$ cat src/rtl/nusio_pkg.sv
// Package: register map, field codes and timing constants of the serial/pin IO
package nusio_pkg;
	// Register offsets (byte addresses)
	localparam logic [7:0] NUSIO_PRI_DIV_OFS   = 8'h00;
	localparam logic [7:0] NUSIO_AUX_DIV_OFS   = 8'h04;
	localparam logic [7:0] NUSIO_MP_DIV_OFS    = 8'h08;
	localparam logic [7:0] NUSIO_FUNC_OFS      = 8'h0c;
	localparam logic [7:0] NUSIO_PRI_DATA_OFS  = 8'h10;
	localparam logic [7:0] NUSIO_AUX_DATA_OFS  = 8'h14;
	localparam logic [7:0] NUSIO_MP_DATA_OFS   = 8'h18;
	localparam logic [7:0] NUSIO_STATUS_OFS    = 8'h1c;
	localparam logic [7:0] NUSIO_PINOUT_OFS    = 8'h20;
	localparam logic [7:0] NUSIO_FREQ_OFS      = 8'h24;

	localparam int NUSIO_CLK_HZ        = 40_000_000;
	localparam int NUSIO_BAUD_DEFAULT  = 115_200;
	localparam int NUSIO_BAUD_MIN      = 4800;
	localparam int NUSIO_BAUD_MAX_FULL = 4_000_000;
	localparam int NUSIO_BAUD_MAX_MP   = 250_000;
	localparam int NUSIO_BITS_PER_CHAR = 10;
	localparam int NUSIO_DATA_BITS     = 8;
	localparam int NUSIO_PULSE_MS      = 100;
	localparam int NUSIO_SECOND_MS     = 1000;

	localparam int NUSIO_DIV_W = 16;
	// Clocks per bit, rounded down: the rate is nominal either way
	localparam logic [15:0] NUSIO_DIV_DEFAULT =
		16'(NUSIO_CLK_HZ / NUSIO_BAUD_DEFAULT);
	localparam logic [15:0] NUSIO_DIV_MIN_FULL =
		16'(NUSIO_CLK_HZ / NUSIO_BAUD_MAX_FULL);
	localparam logic [15:0] NUSIO_DIV_MIN_MP =
		16'(NUSIO_CLK_HZ / NUSIO_BAUD_MAX_MP);
	localparam logic [15:0] NUSIO_DIV_MAX =
		16'(NUSIO_CLK_HZ / NUSIO_BAUD_MIN);
	localparam int NUSIO_PULSE_CYC  = NUSIO_CLK_HZ / 1000 * NUSIO_PULSE_MS;
	localparam int NUSIO_SECOND_CYC = NUSIO_CLK_HZ / 1000 * NUSIO_SECOND_MS;

	// Function field layout in the FUNC register
	localparam int NUSIO_FN_W      = 3;
	localparam int NUSIO_FN1_LSB   = 0;
	localparam int NUSIO_FN2_LSB   = 4;
	localparam int NUSIO_FNA_LSB   = 8;
	localparam logic [31:0] NUSIO_FUNC_RESET = 32'h0000_0000;

	typedef enum logic [2:0] {
		NUSIO_FN_INACTIVE = 3'h0,
		NUSIO_FN_DIN      = 3'h1,
		NUSIO_FN_DOUT     = 3'h2,
		NUSIO_FN_FIN      = 3'h3,
		NUSIO_FN_FOUT     = 3'h4,
		NUSIO_FN_SERIAL   = 3'h5
	} nusio_fn_t;

	// Status bit positions
	localparam int NUSIO_ST_TIME_INIT = 0;
	localparam int NUSIO_ST_PRI_RXV   = 1;
	localparam int NUSIO_ST_AUX_RXV   = 2;
	localparam int NUSIO_ST_MP_RXV    = 3;
	localparam int NUSIO_ST_PRI_TXB   = 4;
	localparam int NUSIO_ST_AUX_TXB   = 5;
	localparam int NUSIO_ST_MP_TXB    = 6;
	localparam int NUSIO_ST_DIV_ERR   = 7;
	localparam int NUSIO_ST_PIN1_IN   = 8;
	localparam int NUSIO_ST_PIN2_IN   = 9;
endpackage

$ cat src/rtl/nusio_port_if.sv
// Interface: one serial port's byte and line signals
interface nusio_port_if;
	logic [15:0] div;
	logic        div_load;
	logic [7:0]  tx_data;
	logic        tx_start;
	logic        tx_busy;
	logic        tx_line;
	logic        rx_line;
	logic [7:0]  rx_data;
	logic        rx_valid;
	modport ctrl (output div, div_load, tx_data, tx_start, rx_line,
		input tx_busy, tx_line, rx_data, rx_valid);
	modport uart (input div, div_load, tx_data, tx_start, rx_line,
		output tx_busy, tx_line, rx_data, rx_valid);
endinterface

$ cat src/rtl/nusio_uart.sv
// One 8N1 serial port with loadable bit divisor
module nusio_uart
	import nusio_pkg::*;
(
	// Clock and reset
	input  wire logic clk,
	input  wire logic reset,
	// Port
	nusio_port_if.uart p
);
	logic [15:0] div_r;
	logic [15:0] tcnt_r;
	logic [3:0]  tbit_r;
	logic [9:0]  tsh_r;
	logic        tbusy_r;
	logic [15:0] rcnt_r;
	logic [3:0]  rbit_r;
	logic [7:0]  rsh_r;
	logic        rbusy_r;
	logic [7:0]  rdat_r;
	logic        rval_r;

	wire t_tick = (tcnt_r == 16'h0000);
	wire r_tick = (rcnt_r == 16'h0000);
	assign p.tx_busy  = tbusy_r;
	assign p.tx_line  = tbusy_r ? tsh_r[0] : 1'b1;
	assign p.rx_data  = rdat_r;
	assign p.rx_valid = rval_r;

	always_ff @(posedge clk or posedge reset) begin
		if (reset) begin
			div_r <= NUSIO_DIV_DEFAULT;
		end else if (p.div_load) begin
			div_r <= p.div;
		end
	end

	// Transmit: start, 8 data LSB first, stop; start while busy is dropped
	always_ff @(posedge clk or posedge reset) begin
		if (reset) begin
			tbusy_r <= 1'b0;
			tsh_r   <= 10'h3ff;
			tcnt_r  <= 16'h0000;
			tbit_r  <= 4'h0;
		end else if (!tbusy_r) begin
			if (p.tx_start) begin
				tbusy_r <= 1'b1;
				tsh_r   <= {1'b1, p.tx_data, 1'b0};
				tcnt_r  <= div_r - 16'h0001;
				tbit_r  <= 4'h0;
			end
		end else if (t_tick) begin
			tcnt_r <= div_r - 16'h0001;
			tsh_r  <= {1'b1, tsh_r[9:1]};
			if (tbit_r == 4'(NUSIO_BITS_PER_CHAR - 1)) begin
				tbusy_r <= 1'b0;
			end
			tbit_r <= tbit_r + 4'h1;
		end else begin
			tcnt_r <= tcnt_r - 16'h0001;
		end
	end

	// Receive: sample mid-bit, a low stop bit discards the character
	always_ff @(posedge clk or posedge reset) begin
		if (reset) begin
			rbusy_r <= 1'b0;
			rcnt_r  <= 16'h0000;
			rbit_r  <= 4'h0;
			rsh_r   <= 8'h00;
			rdat_r  <= 8'h00;
			rval_r  <= 1'b0;
		end else begin
			rval_r <= 1'b0;
			if (!rbusy_r) begin
				if (!p.rx_line) begin
					rbusy_r <= 1'b1;
					rcnt_r  <= {1'b0, div_r[15:1]};
					rbit_r  <= 4'h0;
				end
			end else if (r_tick) begin
				rcnt_r <= div_r - 16'h0001;
				rbit_r <= rbit_r + 4'h1;
				if (rbit_r == 4'h0) begin
					if (p.rx_line) begin
						rbusy_r <= 1'b0;
					end
				end else if (rbit_r <= 4'(NUSIO_DATA_BITS)) begin
					rsh_r <= {p.rx_line, rsh_r[7:1]};
				end else begin
					rbusy_r <= 1'b0;
					if (p.rx_line) begin
						rdat_r <= rsh_r;
						rval_r <= 1'b1;
					end
				end
			end else begin
				rcnt_r <= rcnt_r - 16'h0001;
			end
		end
	end

	property p_tx_start_bit;
		@(posedge clk) disable iff (reset)
		(!tbusy_r && p.tx_start) |=> (p.tx_line == 1'b0);
	endproperty
	a_tx_start_bit: assert property (p_tx_start_bit)
		else $error("start bit not driven low");

	property p_tx_idle_high;
		@(posedge clk) disable iff (reset)
		!tbusy_r |-> p.tx_line;
	endproperty
	a_tx_idle_high: assert property (p_tx_idle_high)
		else $error("idle line not high");
endmodule // nusio_uart

$ cat src/rtl/nusio_top.sv
// Serial ports, multi-function pins and second pulse of the nav unit IO
//Operation
// - All ports start at 115200 baud until software writes a divisor.
// - Primary and auxiliary ports accept 4800 to 4000000 baud.
// - Multi-pin serial port accepts 4800 to 250000 baud.
// - Characters are fixed 8N1: start, eight data, stop, no parity.
// - One character takes ten bit times, so bytes/s is baud/10.
// - A byte written while transmitter is busy is dropped silently.
// - Second pulse rests low, high 100 ms at each second start after the first.
// - Software reads a time-initialised flag for second pulse validity.
// - Primary port carries only the packet protocol, no pin functions.
// - Auxiliary port has pin functions; multi-pin port is RS232 only.
// - In serial mode pin one transmits and pin two receives.
// - Each multi pin offers digital input, digital output and frequency output; frequency input only releases the pin.
// - Function changes take effect at once, no restart needed.
// - A serial function switches that pin's driver to RS232 level.
// - Inactive function puts the pin in high impedance.
module nusio_top
	import nusio_pkg::*;
#(
	parameter int SECOND_CYC = NUSIO_SECOND_CYC,
	parameter int PULSE_CYC  = NUSIO_PULSE_CYC
) (
	// Clock and reset
	input  wire logic        clk,
	input  wire logic        reset,
	// Register port
	input  wire logic [7:0]  reg_addr,
	input  wire logic [31:0] reg_wdata,
	input  wire logic        reg_wr,
	input  wire logic        reg_rd,
	output logic      [31:0] reg_rdata,
	// Primary port
	output logic             pri_txd,
	input  wire logic        pri_rxd,
	// Auxiliary port
	output logic             aux_tx_o,
	output logic             aux_tx_oe,
	input  wire logic        aux_rx_i,
	output logic             aux_rs232,
	// Multi-function pins
	input  wire logic        multi_pin_one_i,
	output logic             multi_pin_one_o,
	output logic             multi_pin_one_oe,
	output logic             multi_pin_one_rs232,
	input  wire logic        multi_pin_two_i,
	output logic             multi_pin_two_o,
	output logic             multi_pin_two_oe,
	output logic             multi_pin_two_rs232,
	// Timing
	input  wire logic        time_valid,
	output logic             second_pulse
);
	// A pulse as long as the second would never fall between seconds
	if (PULSE_CYC < 1 || PULSE_CYC >= SECOND_CYC) begin : g_bad_pulse
		$error("pulse must be shorter than the second");
	end

	nusio_port_if pri_if ();
	nusio_port_if aux_if ();
	nusio_port_if mp_if ();

	logic [31:0] func_r;
	logic [15:0] pri_div_r;
	logic [15:0] aux_div_r;
	logic [15:0] mp_div_r;
	logic        div_err_r;
	logic [1:0]  pin_out_r;
	logic [15:0] freq_div_r;
	logic [15:0] fcnt_r;
	logic        ftog_r;
	logic [31:0] sec_cnt_r;
	logic        pulse_r;
	logic        time_init_r;
	logic [2:0]  rxv_r;
	logic [7:0]  rx_pri_r;
	logic [7:0]  rx_aux_r;
	logic [7:0]  rx_mp_r;
	logic [1:0]  pin_in_r;
	logic [31:0] rdata_r;

	function automatic logic div_ok(input logic [15:0] d,
		input logic [15:0] lo);
		return (d >= lo) && (d <= NUSIO_DIV_MAX);
	endfunction

	wire nusio_fn_t fn1 = nusio_fn_t'(func_r[NUSIO_FN1_LSB +: NUSIO_FN_W]);
	wire nusio_fn_t fn2 = nusio_fn_t'(func_r[NUSIO_FN2_LSB +: NUSIO_FN_W]);
	wire nusio_fn_t fna = nusio_fn_t'(func_r[NUSIO_FNA_LSB +: NUSIO_FN_W]);
	wire mp_serial  = (fn1 == NUSIO_FN_SERIAL) && (fn2 == NUSIO_FN_SERIAL);
	wire aux_serial = (fna == NUSIO_FN_SERIAL);

	wire wr_pri_div = reg_wr && (reg_addr == NUSIO_PRI_DIV_OFS);
	wire wr_aux_div = reg_wr && (reg_addr == NUSIO_AUX_DIV_OFS);
	wire wr_mp_div  = reg_wr && (reg_addr == NUSIO_MP_DIV_OFS);
	wire wr_func    = reg_wr && (reg_addr == NUSIO_FUNC_OFS);
	wire wr_pri_dat = reg_wr && (reg_addr == NUSIO_PRI_DATA_OFS);
	wire wr_aux_dat = reg_wr && (reg_addr == NUSIO_AUX_DATA_OFS);
	wire wr_mp_dat  = reg_wr && (reg_addr == NUSIO_MP_DATA_OFS);
	wire wr_pinout  = reg_wr && (reg_addr == NUSIO_PINOUT_OFS);
	wire wr_freq    = reg_wr && (reg_addr == NUSIO_FREQ_OFS);
	wire rd_pri_dat = reg_rd && (reg_addr == NUSIO_PRI_DATA_OFS);
	wire rd_aux_dat = reg_rd && (reg_addr == NUSIO_AUX_DATA_OFS);
	wire rd_mp_dat  = reg_rd && (reg_addr == NUSIO_MP_DATA_OFS);
	wire [15:0] wdiv = reg_wdata[15:0];
	wire pri_ok = div_ok(wdiv, NUSIO_DIV_MIN_FULL);
	wire mp_ok  = div_ok(wdiv, NUSIO_DIV_MIN_MP);

	// Ports: an out-of-range divisor is refused and flagged
	assign pri_if.div      = wdiv;
	assign pri_if.div_load = wr_pri_div && pri_ok;
	assign aux_if.div      = wdiv;
	assign aux_if.div_load = wr_aux_div && pri_ok;
	assign mp_if.div       = wdiv;
	assign mp_if.div_load  = wr_mp_div && mp_ok;
	assign pri_if.tx_data  = reg_wdata[7:0];
	assign aux_if.tx_data  = reg_wdata[7:0];
	assign mp_if.tx_data   = reg_wdata[7:0];
	// A write while busy is simply lost, with no indication
	assign pri_if.tx_start = wr_pri_dat;
	assign aux_if.tx_start = wr_aux_dat && aux_serial;
	assign mp_if.tx_start  = wr_mp_dat && mp_serial;
	assign pri_if.rx_line  = pri_rxd;
	assign aux_if.rx_line  = aux_serial ? aux_rx_i : 1'b1;
	assign mp_if.rx_line   = mp_serial ? multi_pin_two_i : 1'b1;

	nusio_uart u_pri (.clk(clk), .reset(reset), .p(pri_if.uart));
	nusio_uart u_aux (.clk(clk), .reset(reset), .p(aux_if.uart));
	nusio_uart u_mp  (.clk(clk), .reset(reset), .p(mp_if.uart));

	assign pri_txd = pri_if.tx_line;

	// Auxiliary lines: serial, driven level (also codes 6, 7) or frequency output, else high impedance
	assign aux_tx_oe = (fna != NUSIO_FN_INACTIVE) && (fna != NUSIO_FN_DIN)
		&& (fna != NUSIO_FN_FIN);
	assign aux_tx_o  = aux_serial ? aux_if.tx_line :
		(fna == NUSIO_FN_FOUT) ? ftog_r : pin_out_r[0];
	assign aux_rs232 = 1'b1;

	// Multi pins: function decode is combinational, so a change acts now
	assign multi_pin_one_oe = (fn1 == NUSIO_FN_DOUT) ||
		(fn1 == NUSIO_FN_FOUT) || mp_serial;
	assign multi_pin_one_o  = mp_serial ? mp_if.tx_line :
		(fn1 == NUSIO_FN_FOUT) ? ftog_r : pin_out_r[0];
	assign multi_pin_two_oe = !mp_serial && ((fn2 == NUSIO_FN_DOUT) ||
		(fn2 == NUSIO_FN_FOUT));
	assign multi_pin_two_o  = (fn2 == NUSIO_FN_FOUT) ? ftog_r :
		pin_out_r[1];
	assign multi_pin_one_rs232 = (fn1 == NUSIO_FN_SERIAL);
	assign multi_pin_two_rs232 = (fn2 == NUSIO_FN_SERIAL);

	always_ff @(posedge clk or posedge reset) begin
		if (reset) begin
			func_r <= NUSIO_FUNC_RESET;
		end else if (wr_func) begin
			func_r <= reg_wdata;
		end
	end

	// Shadow copies of the divisors for read-back and refused writes
	always_ff @(posedge clk or posedge reset) begin
		if (reset) begin
			pri_div_r <= NUSIO_DIV_DEFAULT;
			aux_div_r <= NUSIO_DIV_DEFAULT;
			mp_div_r  <= NUSIO_DIV_DEFAULT;
			div_err_r <= 1'b0;
		end else begin
			if (pri_if.div_load) begin
				pri_div_r <= wdiv;
			end
			if (aux_if.div_load) begin
				aux_div_r <= wdiv;
			end
			if (mp_if.div_load) begin
				mp_div_r <= wdiv;
			end
			if ((wr_pri_div || wr_aux_div) && !pri_ok ||
				wr_mp_div && !mp_ok) begin
				div_err_r <= 1'b1;
			end else if (wr_pri_div || wr_aux_div || wr_mp_div) begin
				div_err_r <= 1'b0;
			end
		end
	end

	always_ff @(posedge clk or posedge reset) begin
		if (reset) begin
			pin_out_r  <= 2'b00;
			freq_div_r <= 16'h0000;
		end else begin
			if (wr_pinout) begin
				pin_out_r <= reg_wdata[1:0];
			end
			if (wr_freq) begin
				freq_div_r <= reg_wdata[15:0];
			end
		end
	end

	// Frequency output: toggles every freq_div+1 cycles
	always_ff @(posedge clk or posedge reset) begin
		if (reset) begin
			fcnt_r <= 16'h0000;
			ftog_r <= 1'b0;
		end else if (fcnt_r >= freq_div_r) begin
			fcnt_r <= 16'h0000;
			ftog_r <= !ftog_r;
		end else begin
			fcnt_r <= fcnt_r + 16'h0001;
		end
	end

	// Second pulse: high for the first PULSE_CYC cycles of every second after the first
	always_ff @(posedge clk or posedge reset) begin
		if (reset) begin
			sec_cnt_r <= 32'h0000_0000;
			pulse_r   <= 1'b0;
		end else begin
			if (sec_cnt_r == 32'(SECOND_CYC - 1)) begin
				sec_cnt_r <= 32'h0000_0000;
				pulse_r   <= 1'b1;
			end else begin
				sec_cnt_r <= sec_cnt_r + 32'h0000_0001;
				if (sec_cnt_r == 32'(PULSE_CYC - 1)) begin
					pulse_r <= 1'b0;
				end
			end
		end
	end
	assign second_pulse = pulse_r;

	// Received bytes held until read; a new byte wins over the read clear
	always_ff @(posedge clk or posedge reset) begin
		if (reset) begin
			rxv_r       <= 3'b000;
			rx_pri_r    <= 8'h00;
			rx_aux_r    <= 8'h00;
			rx_mp_r     <= 8'h00;
			time_init_r <= 1'b0;
			pin_in_r    <= 2'b00;
		end else begin
			time_init_r <= time_valid;
			pin_in_r    <= {multi_pin_two_i, multi_pin_one_i};
			if (pri_if.rx_valid) begin
				rx_pri_r <= pri_if.rx_data;
			end
			if (aux_if.rx_valid) begin
				rx_aux_r <= aux_if.rx_data;
			end
			if (mp_if.rx_valid) begin
				rx_mp_r <= mp_if.rx_data;
			end
			rxv_r[0] <= pri_if.rx_valid || (rxv_r[0] && !rd_pri_dat);
			rxv_r[1] <= aux_if.rx_valid || (rxv_r[1] && !rd_aux_dat);
			rxv_r[2] <= mp_if.rx_valid || (rxv_r[2] && !rd_mp_dat);
		end
	end

	logic [31:0] status_w;
	always_comb begin
		status_w = 32'h0000_0000;
		status_w[NUSIO_ST_TIME_INIT] = time_init_r;
		status_w[NUSIO_ST_PRI_RXV]   = rxv_r[0];
		status_w[NUSIO_ST_AUX_RXV]   = rxv_r[1];
		status_w[NUSIO_ST_MP_RXV]    = rxv_r[2];
		status_w[NUSIO_ST_PRI_TXB]   = pri_if.tx_busy;
		status_w[NUSIO_ST_AUX_TXB]   = aux_if.tx_busy;
		status_w[NUSIO_ST_MP_TXB]    = mp_if.tx_busy;
		status_w[NUSIO_ST_DIV_ERR]   = div_err_r;
		status_w[NUSIO_ST_PIN1_IN]   = pin_in_r[0];
		status_w[NUSIO_ST_PIN2_IN]   = pin_in_r[1];
	end

	logic [31:0] rsel;
	always_comb begin
		unique case (reg_addr)
			NUSIO_PRI_DIV_OFS:  rsel = {16'h0000, pri_div_r};
			NUSIO_AUX_DIV_OFS:  rsel = {16'h0000, aux_div_r};
			NUSIO_MP_DIV_OFS:   rsel = {16'h0000, mp_div_r};
			NUSIO_FUNC_OFS:     rsel = func_r;
			NUSIO_PRI_DATA_OFS: rsel = {24'h000000, rx_pri_r};
			NUSIO_AUX_DATA_OFS: rsel = {24'h000000, rx_aux_r};
			NUSIO_MP_DATA_OFS:  rsel = {24'h000000, rx_mp_r};
			NUSIO_STATUS_OFS:   rsel = status_w;
			NUSIO_PINOUT_OFS:   rsel = {30'h0, pin_out_r};
			NUSIO_FREQ_OFS:     rsel = {16'h0000, freq_div_r};
			default:            rsel = 32'h0000_0000;
		endcase
	end

	always_ff @(posedge clk or posedge reset) begin
		if (reset) begin
			rdata_r <= 32'h0000_0000;
		end else begin
			rdata_r <= reg_rd ? rsel : 32'h0000_0000;
		end
	end
	assign reg_rdata = rdata_r;

	property p_pulse_rise;
		@(posedge clk) disable iff (reset)
		$rose(pulse_r) |-> (sec_cnt_r == 32'h0000_0000);
	endproperty
	a_pulse_rise: assert property (p_pulse_rise)
		else $error("second pulse rose off the second boundary");

	property p_pulse_len;
		@(posedge clk) disable iff (reset)
		pulse_r |-> (sec_cnt_r < 32'(PULSE_CYC));
	endproperty
	a_pulse_len: assert property (p_pulse_len)
		else $error("second pulse too long");

	property p_reset_inactive;
		@(posedge clk) disable iff (reset)
		(func_r == NUSIO_FUNC_RESET) |-> !multi_pin_one_oe &&
			!multi_pin_two_oe && !aux_tx_oe;
	endproperty
	a_reset_inactive: assert property (p_reset_inactive)
		else $error("pin driven while inactive");

	property p_func_now;
		@(posedge clk) disable iff (reset)
		(wr_func && reg_wdata[NUSIO_FN1_LSB +: NUSIO_FN_W] == 3'h2)
			|=> multi_pin_one_oe;
	endproperty
	a_func_now: assert property (p_func_now)
		else $error("function change late");

	property p_rs232;
		@(posedge clk) disable iff (reset)
		mp_serial |-> multi_pin_one_rs232 && multi_pin_two_rs232 &&
			!multi_pin_two_oe;
	endproperty
	a_rs232: assert property (p_rs232)
		else $error("serial pins not at line level");

	property p_mp_range;
		@(posedge clk) disable iff (reset)
		(wr_mp_div && wdiv < NUSIO_DIV_MIN_MP) |=> $stable(mp_div_r);
	endproperty
	a_mp_range: assert property (p_mp_range)
		else $error("multi-pin divisor too fast accepted");

	property p_full_range;
		@(posedge clk) disable iff (reset)
		(wr_pri_div && pri_ok) |=> (pri_div_r == $past(wdiv));
	endproperty
	a_full_range: assert property (p_full_range)
		else $error("valid primary divisor not loaded");

	property p_time_flag;
		@(posedge clk) disable iff (reset)
		time_valid |=> status_w[NUSIO_ST_TIME_INIT];
	endproperty
	a_time_flag: assert property (p_time_flag)
		else $error("time flag not shown");
endmodule // nusio_top

$ cat config.mk
export PLATFORM = sky130hd
export DESIGN_NAME = nusio_top
export DESIGN_NICKNAME = d
export VERILOG_FILES = /design/src/rtl/nusio_pkg.sv /design/src/rtl/nusio_port_if.sv /design/src/rtl/nusio_uart.sv /design/src/rtl/nusio_top.sv
export SDC_FILE = /design/constraint.sdc
export NUM_CORES = 1
export LEC_CHECK = 0
export ABC_AREA = 1
export BUFFER_PORTS_ARGS = -buffer_cell sky130_fd_sc_hd__buf_4
export CORE_AREA = 2 2 168 235
export CTS_CLUSTER_DIAMETER = 30
export CTS_CLUSTER_SIZE = 24
export DETAILED_ROUTE_END_ITERATION = 10
export DIE_AREA = 0 0 170 237
export PLACE_DENSITY = 0.8
export SKIP_CTS_REPAIR_TIMING = 1
export SLEW_MARGIN = 30
export SYNTH_ARGS = -nofsm -noshare
export SYNTH_HDL_FRONTEND = slang
export SYNTH_SLANG_ARGS = --single-unit
$ cat constraint.sdc
create_clock -name clk -period 16.8 [get_ports clk]
set_input_delay 3.36 -clock clk [delete_from_list [all_inputs] [get_ports clk]]
set_output_delay 3.36 -clock clk [all_outputs]
set_load 0.01 [all_outputs]
Word level (Yosys, flattened, before mapping)
Index checks and enable logic that the tools add are counted.
Widths: inputs -> output; s select.
{ "word_totals": {"in_bits": 49, "ff_bits": 418, "output_inout_bits": 43, "elab_cells": 288} }
{ "classes": {"muxes": 105, "n_reduce_logical": 72, "add_sub_neg": 17, "n_bitwise": 6, "n_lt_le_gt_ge": 7, "n_eq_ne": 33} }
{ "ops": {"columns": ["cell", "count"], "rows": [
  ["$pmux 32 s10", 1],
  ["$mux 16", 19],
  ["$sub 16x1->16 const B", 9],
  ["$logic_not 16->1", 6],
  ["$mux 10", 9],
  ["$mux 4", 18],
  ["$mux 32", 2],
  ["$mux 1", 56],
  ["$add 32x1->32 const B", 1],
  ["$eq 32x22->1 const B", 1],
  ["$eq 32x26->1 const B", 1],
  ["$eq 8x5->1 const B", 4],
  ["$logic_and 1x1->1", 28],
  ["$add 4x1->4 const B", 6],
  ["$eq 3x3->1 const B", 6],
  ["$add 16x1->16 const B", 1],
  ["$eq 8x4->1 const B", 2],
  ["$eq 8x6->1 const B", 2],
  ["$ge 16x16->1", 1],
  ["$ge 16x4->1 const B", 1],
  ["$ge 16x8->1 const B", 1],
  ["$le 16x14->1 const B", 1],
  ["$ne 2x2->1 const B", 8],
  ["$reduce_and 5->1", 3],
  ["16 further kinds", 53]
]} }

Logic depth before layout (Yosys ltp)
Gate-level depths: netlist of the first run.
{ "depth": {"depth_word": 8, "depth_mapped": 13, "ltp_nobuf": 13} }

Hierarchy
From an unflattened synthesis of the first run, not the netlist that was laid out.
{ "hier_totals": {"cells_unflattened": 3400, "hier_area_um2": 25817.3} }
{ "modules_own_cells": {"columns": ["module", "cells_per_inst", "instances", "area_each_um2", "seq_area_each_um2"], "rows": [
  ["nusio_top", 1313, 1, 10735.3, 5302.6],
  ["nusio_uart at u_aux ...", 713, 2, 5074.9, 2120.8],
  ["nusio_uart at u_pri", 661, 1, 4932.2, 2120.8]
]} }

Worst setup path after synthesis of the first run
OpenSTA, ideal clock, no wires.
{ "synth_path": {"path_type": "input port to flip-flop", "startpoint": "input port reg_wdata[1]", "endpoint": "register u_pri.div_r[2]", "arrival_time_ps": 4418, "path_stages": 7, "path_slack_ps": 12265, "required_ps": 16683, "setup_ps": 117, "n_path_buf": 3, "path_cell_list": "buf_2 -> o21ai_0 -> nand4_4 -> buf_4 -> buf_6 -> nand4_1 -> nand2_1"} }
{ "synth_via": {"elab_chain_len": 3, "elab_cells_between_ends": 4, "classes_between": "order compare (2); reduce/logical (2)"} }
{ "synth_rtl": {"columns": ["item", "line_no", "source"], "rows": [
  ["from (decl)", "nusio_top.sv:29", "input wire logic [31:0] reg_wdata,"],
  ["$ge 16x4->1 / $le 16x14->1 (equally long branches)", "nusio_top.sv:84", "return (d >= lo) && (d <= NUSIO_DIV_MAX);"],
  ["$logic_and 1x1->1 (*)", "nusio_top.sv:84", null],
  ["$logic_and 1x1->1 (*)", "nusio_top.sv:111", "assign pri_if.div_load = wr_pri_div && pri_ok;"],
  ["to (signal assigned)", "nusio_uart.sv:34", "div_r <= p.div;"],
  ["to (decl)", "nusio_uart.sv:11", "logic [15:0] div_r;"]
]} }
Every way passes the cells marked *; elsewhere a longest branch is shown, timed or not.
A chain may end at the register's enable or synchronous reset.

Worst setup path after layout of the first run
{ "layout_path": {"startpoint": "register u_aux.tbusy_r (netlist: u_aux.p.tx_busy)", "endpoint": "output port aux_tx_o"} }
{ "layout_via": {"elab_chain_len": 2} }
{ "layout_rtl": {"columns": ["item", "line_no", "source"], "rows": [
  ["from (decl)", "nusio_uart.sv:15", "logic tbusy_r;"],
  ["from (signal assigned)", "nusio_uart.sv:41", "tbusy_r <= 1'b0;"],
  ["from (signal assigned)", "nusio_uart.sv:47", "tbusy_r <= 1'b1;"],
  ["from (signal assigned)", "nusio_uart.sv:56", "tbusy_r <= 1'b0;"],
  ["$mux 1", "nusio_uart.sv:26", "assign p.tx_line = tbusy_r ? tsh_r[0] : 1'b1;"],
  ["$mux 1", "nusio_top.sv:136", "assign aux_tx_o = aux_serial ? aux_if.tx_line :"],
  ["to (decl)", "nusio_top.sv:37", "output logic aux_tx_o,"]
]} }
No other way between the ends.

==> results by group, run 1 <==
Clock network
  • CTS root buf: clkbuf_16
  • CTS tree: built
  • H-tree depth reported by CTS: 3
  • Num CTS Buffers: 77
  • Skew-Pair Late Insertion Delay: 600 ps
  • CTS clk-pin slew, worst paths: 60 ps
  • Clk buf depth: 3
  • CTS Sinks: 415

Worst setup path
  • Crit Path Max Fanout: 20
  • Worst reg2reg startpoint: u_pri.rcnt_r[0]
  • Worst reg2reg endpoint: u_pri.rbit_r[0]
  • Worst setup SP type: flop
  • Setup crit end kind: primary output
  • Setup CP Type: reg -> out
  • R2r setup slk: 14330 ps
  • Crit. Startpoint: u_aux.p.tx_busy
  • FF-to-FF path depth: 11
  • Arrival @ worst endpoint: 2780 ps
  • Crit path capture: aux_tx_o
  • CP Data Required Time: 13440 ps

STA
  • Count of pins over their slew limit: 0
  • Slew @ Worst Pin: 944 ps
  • Final hold violations: 0
  • Final setup fails: 0
  • Fmax: 163 MHz
  • Max_slew headroom: 0.368
  • Setup tns final: 0 ps
  • RSZ-0062 raised after global routing: false
  • Clock skew: 19.6 ps
  • Fin crit period: 6140 ps
  • Final period utilization: 0.365

Logic synthesis
  • Syn. warnings: 0
  • Post-synth top flop: dfrtp_1
  • Synth top area cells: dfrtp_1 (39%), nand2_1 (16%), nor2_1 (5.7%)
  • Most frequent cells after synthesis: nand2_1 (1016), dfrtp_1 (370), nor2_1 (362), inv_1 (361), nand3_1 (248)
  • FFs w/ async S/R, synth: 1.00
  • Synth top area share: 0.389
  • Avg Cell Area, Syn: 7.46 um^2
  • Top-count cell post-synth: nand2_1
  • Count of cell types in the netlist: 56
  • Sequential element share of the synthesized area: 0.439
  • Synth Register Bits: 415
  • Leading area contributor after synthesis: dfrtp_1
  • Post-synth EDFFs: 0
  • Synth Cell Area: 0.0238 mm^2
  • Post-synthesis cell count: 3187
  • Synthesized Nets: 3281

Layout
  • Reg area: 0.0104 mm^2
  • Nets: 3376
  • Fraction of layout cells with a size suffix above 1: 0.118
  • Area grow syn2layout: 14.8%
  • Fillers: 3060
  • Fin area: 0.0273 mm^2
  • Final cell count without fillers: 3825
  • Multi-input logic area: 0.0114 mm^2

Floorplanning
  • I/O pin count: 92
  • Die height: 237 um
  • Cell Rows: 85
  • Total die area: 0.0403 mm^2
  • Chip Width: 170 um
  • Core box area: 0.0383 mm^2
  • Initial Util: 0.621

Power
  • Clk pwr share: 0.523
  • Combinational share of power: 0.114
  • Peak VDD IR: 0.0000852 V
  • Flop pwr share: 0.363
  • Leakage: 13.7 nW
  • PwrDens: 112 mW/mm^2
  • Pint: 0.00220 W
  • Sw power: 0.000855 W
  • Switching Fraction: 0.280

Global route
  • GRT Residual Overflow: 0
  • GRT Util Overall: 0.347
  • Largest net degree at the start of global routing: 173
  • Vias in the first global route: 21700
  • First-pass GRT wire length: 111 mm
  • Initial antenna violation count: 1

Route
  • Vias/cell: 5.78
  • DR WL/cell: 18.0 um
  • Total number of vias: 22100
  • Drt initial violations: 2131
  • Number of remaining DRC errors: 0
  • DRT antenna net count: 0
  • Detailed-router iteration count before antenna repair: 6
  • Routed Wire Length: 69.0 mm

Run status
  • Status: finished, final reports clean

Min path
  • HP Class: reg -> reg

Placement
  • Placer congestion estimate: 0.997
  • Final HPWL DP: 49.2 mm
  • Placed Area: 0.0246 mm^2
  • I/O Buffers: 90
  • Placed Cells: 3680

Run
  • Maxcap violations: 0
[routing by layer]
layer | share of wire | global-route usage | vias to the layer above
li1 | - | - | 10400
met1 | 0.39 | 0.429 | 10500
met2 | 0.49 | 0.586 | 977
met3 | 0.070 | 0.0518 | 233
met4 | 0.056 | 0.187 | 0
met5 | 0 | 0 | -
[worst min-delay path by stage]
stage                                from               to  slack (ps)  depth (start not counted)
after global routing        u_mp.tsh_r[2]    u_mp.tsh_r[2]         480                          2
final                       u_mp.tsh_r[5]    u_mp.tsh_r[5]         470                          2
after detailed placement  u_aux.div_r[14]  u_aux.div_r[14]         450                          2
after global placement    u_aux.div_r[14]  u_aux.div_r[14]         450                          2
after CTS                   u_mp.tsh_r[5]    u_mp.tsh_r[5]         460                          2
after floorplan           u_aux.div_r[14]  u_aux.div_r[14]         440                          2
[cells by family (layout without fill, tap and decap cells)]
group           count (synthesis)  after routing  share of synthesized area
other cells                     1              2                   0.000158
fa+ha+maj                      45             45                     0.0237
simple gates                 1846           1846                      0.336
xor+xnor                      100            100                     0.0368
compound gates                309            309                     0.0721
buf+inv                       455            614                     0.0819
flops                         415            415                      0.439
mux                            16             16                     0.0101
[power groups by stage]
| stage | Sequential (W) | Clock (W) | Combinational [W] |
|---|---|---|---|
| global route | 0.00111 | 0.00166 | 0.000393 |
| global placement | 0.00112 | 0 | 0.000325 |
| finish | 0.00111 | 0.00160 | 0.000348 |
| detailed placement | 0.00112 | 0 | 0.000338 |
| floorplan | 0.00111 | 0 | 0.000255 |
| CTS | 0.00110 | 0.00161 | 0.000345 |
[flip-flops by register name, summed over array words and instances (netlist names), 9 cells and up]
register,flops
fcnt_r,16
freq_div_r,16
func_r,32
reg_rdata,32
sec_cnt_r,32
u_aux.div_r,16
u_aux.rcnt_r,16
u_aux.tcnt_r,16
u_aux.tsh_r,9
u_mp.div_r,16
u_mp.rcnt_r,16
u_mp.tcnt_r,16
u_mp.tsh_r,9
u_pri.div_r,16
u_pri.rcnt_r,16
u_pri.tcnt_r,16
u_pri.tsh_r,9
[worst max-delay path, cell delays in order, from the launching register on]
cell      delay, ps
dfrtp_1         770
inv_1           290
o21ai_0         480
o311ai_0        390
buf_4           250
[cells in the final DEF, fill, tap and decap left out, types with 27 or more instances in the layout]
cell	Yosys	routed
a21oi_1	44	44
nand2_1	1016	1016
nor2_1	362	362
nor3_1	41	41
buf_4	14	90
nand4_1	82	82
dfstp_2	45	45
dfrtp_1	370	370
clkbuf_16	0	78
inv_1	361	360
o22ai_1	30	30
o21ai_0	163	163
o21ai_1	27	27
xor2_1	74	74
nand3_1	248	248
ha_1	45	45
[layout make-up]
| cell class | count | area share |
|---|---|---|
| clock inverters | 50 | 0.0220 |
| well taps | 478 | 0.0219 |
| flip-flops and latches | 415 | 0.382 |
| clock buffers | 93 | 0.0765 |
| repair buffers | 94 | 0.0273 |
| inverters | 377 | 0.0522 |
| diodes | 1 | 0.0000917 |
| multi-input cells | 2317 | 0.418 |
[per-stage QoR]
stage	hold WS, ps	utilization	setup WS, ps	total power [W]
floorplan	436	-	1960	0.00136
global placement	448	0.642	11070	0.00144
detailed placement	454	0.642	11030	0.00146
CTS	465	0.712	10790	0.00306
global route	479	0.713	10650	0.00316
finish	465	0.713	10660	0.00305
No activity file was read; power rests on OpenSTA's default activity.
==> run 2: changes to the inputs <==
--- a/config.mk
+++ b/config.mk
@@ -5,14 +5,14 @@
 export SDC_FILE = /design/constraint.sdc
 export NUM_CORES = 1
 export LEC_CHECK = 0
-export ABC_AREA = 1
+export ABC_AREA = 0
 export BUFFER_PORTS_ARGS = -buffer_cell sky130_fd_sc_hd__buf_4
-export CORE_AREA = 2 2 168 235
+export CORE_AREA = 2 2 168 236
 export CTS_CLUSTER_DIAMETER = 30
 export CTS_CLUSTER_SIZE = 24
 export DETAILED_ROUTE_END_ITERATION = 10
-export DIE_AREA = 0 0 170 237
-export PLACE_DENSITY = 0.8
+export DIE_AREA = 0 0 170 238
+export PLACE_DENSITY = 0.76
 export SKIP_CTS_REPAIR_TIMING = 1
 export SLEW_MARGIN = 30
 export SYNTH_ARGS = -nofsm -noshare
==> constraint.sdc (replaced) <==
create_clock -name clk -period 5.49 [get_ports clk]
set_input_delay 1.098 -clock clk [delete_from_list [all_inputs] [get_ports clk]]
set_output_delay 1.098 -clock clk [all_outputs]
set_load 0.01 [all_outputs]
==> run 2 against run 1 <==
  * Setup slack got worse by 8800 ps
  * Via count fell by 22%
  * Design area fell by 8.1%
  * Combinational power rose to 2.6 times the previous value
  * Power rose to 3.1 times the previous value
  * Non-clock buffer count rose by 15
  * Clock power rose to 3.0 times the previous value
  * Area after synthesis fell by 10%
  * Cell count fell by 29%
  * Synthesized cell count fell by 34%
  * Largest power group unchanged
==> results by group, run 2 <==
STA
  • RSZ-0062 raised after global routing: false
  • Count of pins over their slew limit: 0 (unchanged)
  • Final period utilization: 0.668
  • Final hold violations: 0 (unchanged)
  • Fin crit period: 3670 ps
  • Fmax: 273 MHz
  • Slew @ Worst Pin: 1030 ps (+85.1 ps)
  • Clock skew: 25.1 ps (+5.47 ps)
  • Final setup fails: 0 (unchanged)
  • Max_slew headroom: 0.307 (-0.0608)

Power
  • Peak VDD IR: 0.000255 V (+200%)
  • Leakage: 11.3 nW (-18%)
  • PwrDens: 372 mW/mm^2 (+230%)
  • Total power: 0.00933 W (+210%)

Layout
  • Nets: 2273 (-33%)
  • Reg area: 0.0104 mm^2 (about the same)
  • Fillers: 2883 (-5.8%)
  • Final Util: 0.655 (-0.0579)
  • Fraction of layout cells with a size suffix above 1: 0.210 (+0.0925)
  • Area grow syn2layout: 17.5%
  • Fin area: 0.0251 mm^2 (-8.1%)
  • Commonest non-fill, non-tap cells in the layout: dfrtp_1 (369), nand2_1 (214), nor2_1 (164)
  • Multi-input logic area: 0.0103 mm^2 (-9.6%)
  • Commonest non-fill, non-tap cell in the layout: dfrtp_1
  • Final cell count without fillers: 2714 (-29%)

Logic synthesis
  • Synthesized Nets: 2190 (-33%)
  • Multiplexer area fraction after synthesis: 0.103 (+0.0925)
  • Post-synthesis xor/xnor area fraction: 0.0484 (+0.0116)
  • Synth Register Bits: 415 (unchanged)
  • Largest family of logic cells by synthesized area: simple AND/OR/NAND/NOR gates
  • Post-synth EDFFs: 0 (unchanged)
  • Most frequent cells after synthesis: dfrtp_1 (370), nand2_1 (214), nor2_1 (165), mux2_2 (145), o21ai_0 (129)
  • Post-Synth Adder-Cell Area: 0.0264 (+0.00271)
  • Leading area contributor after synthesis: dfrtp_1
  • Count of cell types in the netlist: 85 (+52%)
  • FFs w/ async S/R, synth: 1.00 (unchanged)
  • Post-synth top flop: dfrtp_1
  • Sequential element share of the synthesized area: 0.489 (+0.0503)
  • Synth top area cells: dfrtp_1 (43%), mux2_2 (7.7%), dfstp_2 (5.5%)
  • Simple-Gate Fraction of Synth Area: 0.178 (-0.158)
  • Avg Cell Area, Syn: 10.2 um^2 (+36%)
  • Top-count cell post-synth: dfrtp_1
  • Post-synthesis cell count: 2096 (-34%)
  • Syn. warnings: 0 (unchanged)
  • Compound-cell area share of the yosys netlist: 0.126 (+0.0536)
  • Synth top area share: 0.434 (+0.0446)
  • Synth Cell Area: 0.0213 mm^2 (-10%)

Min path
  • HP Class: reg -> reg
  • Worst Hold Depth: 2 (unchanged)

Route
  • Detailed-router iteration count before antenna repair: 6 (unchanged)
  • Number of remaining DRC errors: 0 (unchanged)
  • Vias/cell: 6.36 (+9.9%)
  • DRT antenna net count: 0 (unchanged)
  • Drt initial violations: 1554 (-27%)
  • Routed Wire Length: 58.8 mm (-15%)
  • Total number of vias: 17200 (-22%)
  • DR WL/cell: 21.7 um (+20%)

Worst setup path
  • Arrival @ worst endpoint: 2570 ps (-210 ps)
  • Crit Path Max Fanout: 15 (-25%)
  • Setup CP Type: reg -> out
  • Setup crit end kind: primary output
  • Worst setup SP type: flop
  • CP Data Required Time: 4390 ps (-9050 ps)
  • FF-to-FF path depth: 8 (-3)

Clock network
  • Clk buf depth: 3 (unchanged)
  • Skew-Pair Late Insertion Delay: 590 ps (about the same)
  • CTS Sinks: 415 (unchanged)
  • H-tree depth reported by CTS: 3 (unchanged)
  • CTS root buf: clkbuf_16
  • CTS tree: built
  • CTS clk-pin slew, worst paths: 50 ps (about the same)
  • Num CTS Buffers: 71 (-7.8%)

Global route
  • Largest net degree at the start of global routing: 141 (-18%)
  • Initial antenna violation count: 1 (unchanged)
  • GRT Residual Overflow: 0 (unchanged)
  • GR Layer Usage met2: 0.498 (-0.0882)
  • Vias in the first global route: 17500 (-19%)
  • Most Crowded Layer GR: met2
  • GRT Util Overall: 0.297 (-0.0508)
  • M3 GR Usage: 0.0511 (-0.000727)
  • Global Route met1 Usage: 0.351 (-0.0781)
  • First-pass GRT wire length: 93.5 mm (-16%)

Placement
  • Placer congestion estimate: 0.953 (-4.4%)
  • Placed Area: 0.0224 mm^2 (-8.9%)
  • I/O Buffers: 90 (unchanged)
  • Final HPWL DP: 40.9 mm (-17%)
  • Placed Cells: 2581 (-30%)

Floorplanning
  • Core box area: 0.0383 mm^2 (unchanged)
  • Total die area: 0.0405 mm^2 (+0.42%)
  • Cell Rows: 85 (unchanged)
  • Initial Util: 0.557 (-0.0639)
  • I/O pin count: 92 (unchanged)
  • Die height: 238 um (+0.42%)
  • Chip Width: 170 um (unchanged)

Run
  • Maxcap violations: 0 (unchanged)

Run status
  • Status: finished, final reports clean
[run 2: cell type report]
type | instances | area share
Antenna cell | 1 | 0.0000998
Clock inverter | 44 | 0.0265
Clock buffer | 85 | 0.0791
Timing Repair Buffer | 109 | 0.0346
Inverter | 59 | 0.00898
Tap cell | 478 | 0.0238
Multi-Input combinational cell | 1523 | 0.411
Sequential cell | 415 | 0.416
[run 2: cells by family after synthesis]
| kind of cell | Yosys count |
|---|---|
| flip-flops | 415 |
| other | 1 |
| AO/OA/AOI/OAI | 419 |
| multiplexers | 199 |
| XOR/XNOR | 118 |
| buffers and inverters | 158 |
| adder cells (fa/ha/maj) | 45 |
| AND/OR/NAND/NOR | 741 |
[run 2: stage by stage]
step / setup slack [ps] / TNS [ps] / hold WS (ps)
floorplan: -1170 / -431730 / 433
CTS: 1830 / 0 / 453
finish: 1820 / 0 / 456
detailed placement: 1730 / 0 / 446
global placement: 1800 / 0 / 442
global route: 1710 / 0 / 473
[run 2: path summary, 6_finish.rpt]
path	from	to	slack, ps
max	u_aux.p.tx_busy	aux_tx_o	1820
min	u_aux.tsh_r[1]	u_aux.tsh_r[0]	460
max reg2reg	u_aux.tcnt_r[0]	u_aux.tcnt_r[11]	2260
min reg2reg	u_aux.tsh_r[1]	u_aux.tsh_r[0]	460
max in group asynchronous	reset	u_mp.tcnt_r[12]	3750
min in group asynchronous	reset	func_r[27]	470
[run 2: critical path: stages (launching register included)]
cell,delay (ps)
dfrtp_1,850
inv_1,330
or3_1,410
o21ai_0,70
o21ai_0,150
buf_4,180
[run 2: power breakdown]
part	switching, W	leakage (nW)	internal (W)	total (W)
clock network	0.00163	1.28	0.00323	0.00487
logic	0.000544	4.77	0.000377	0.000921
registers	0.000268	5.23	0.00327	0.00354
[run 2: per-layer routing]
layer | vias to the layer above | wire, um
li1 | 7752 | -
met1 | 8532 | 22200
met2 | 775 | 28800
met3 | 189 | 4100
met4 | 0 | 3740
met5 | - | 0
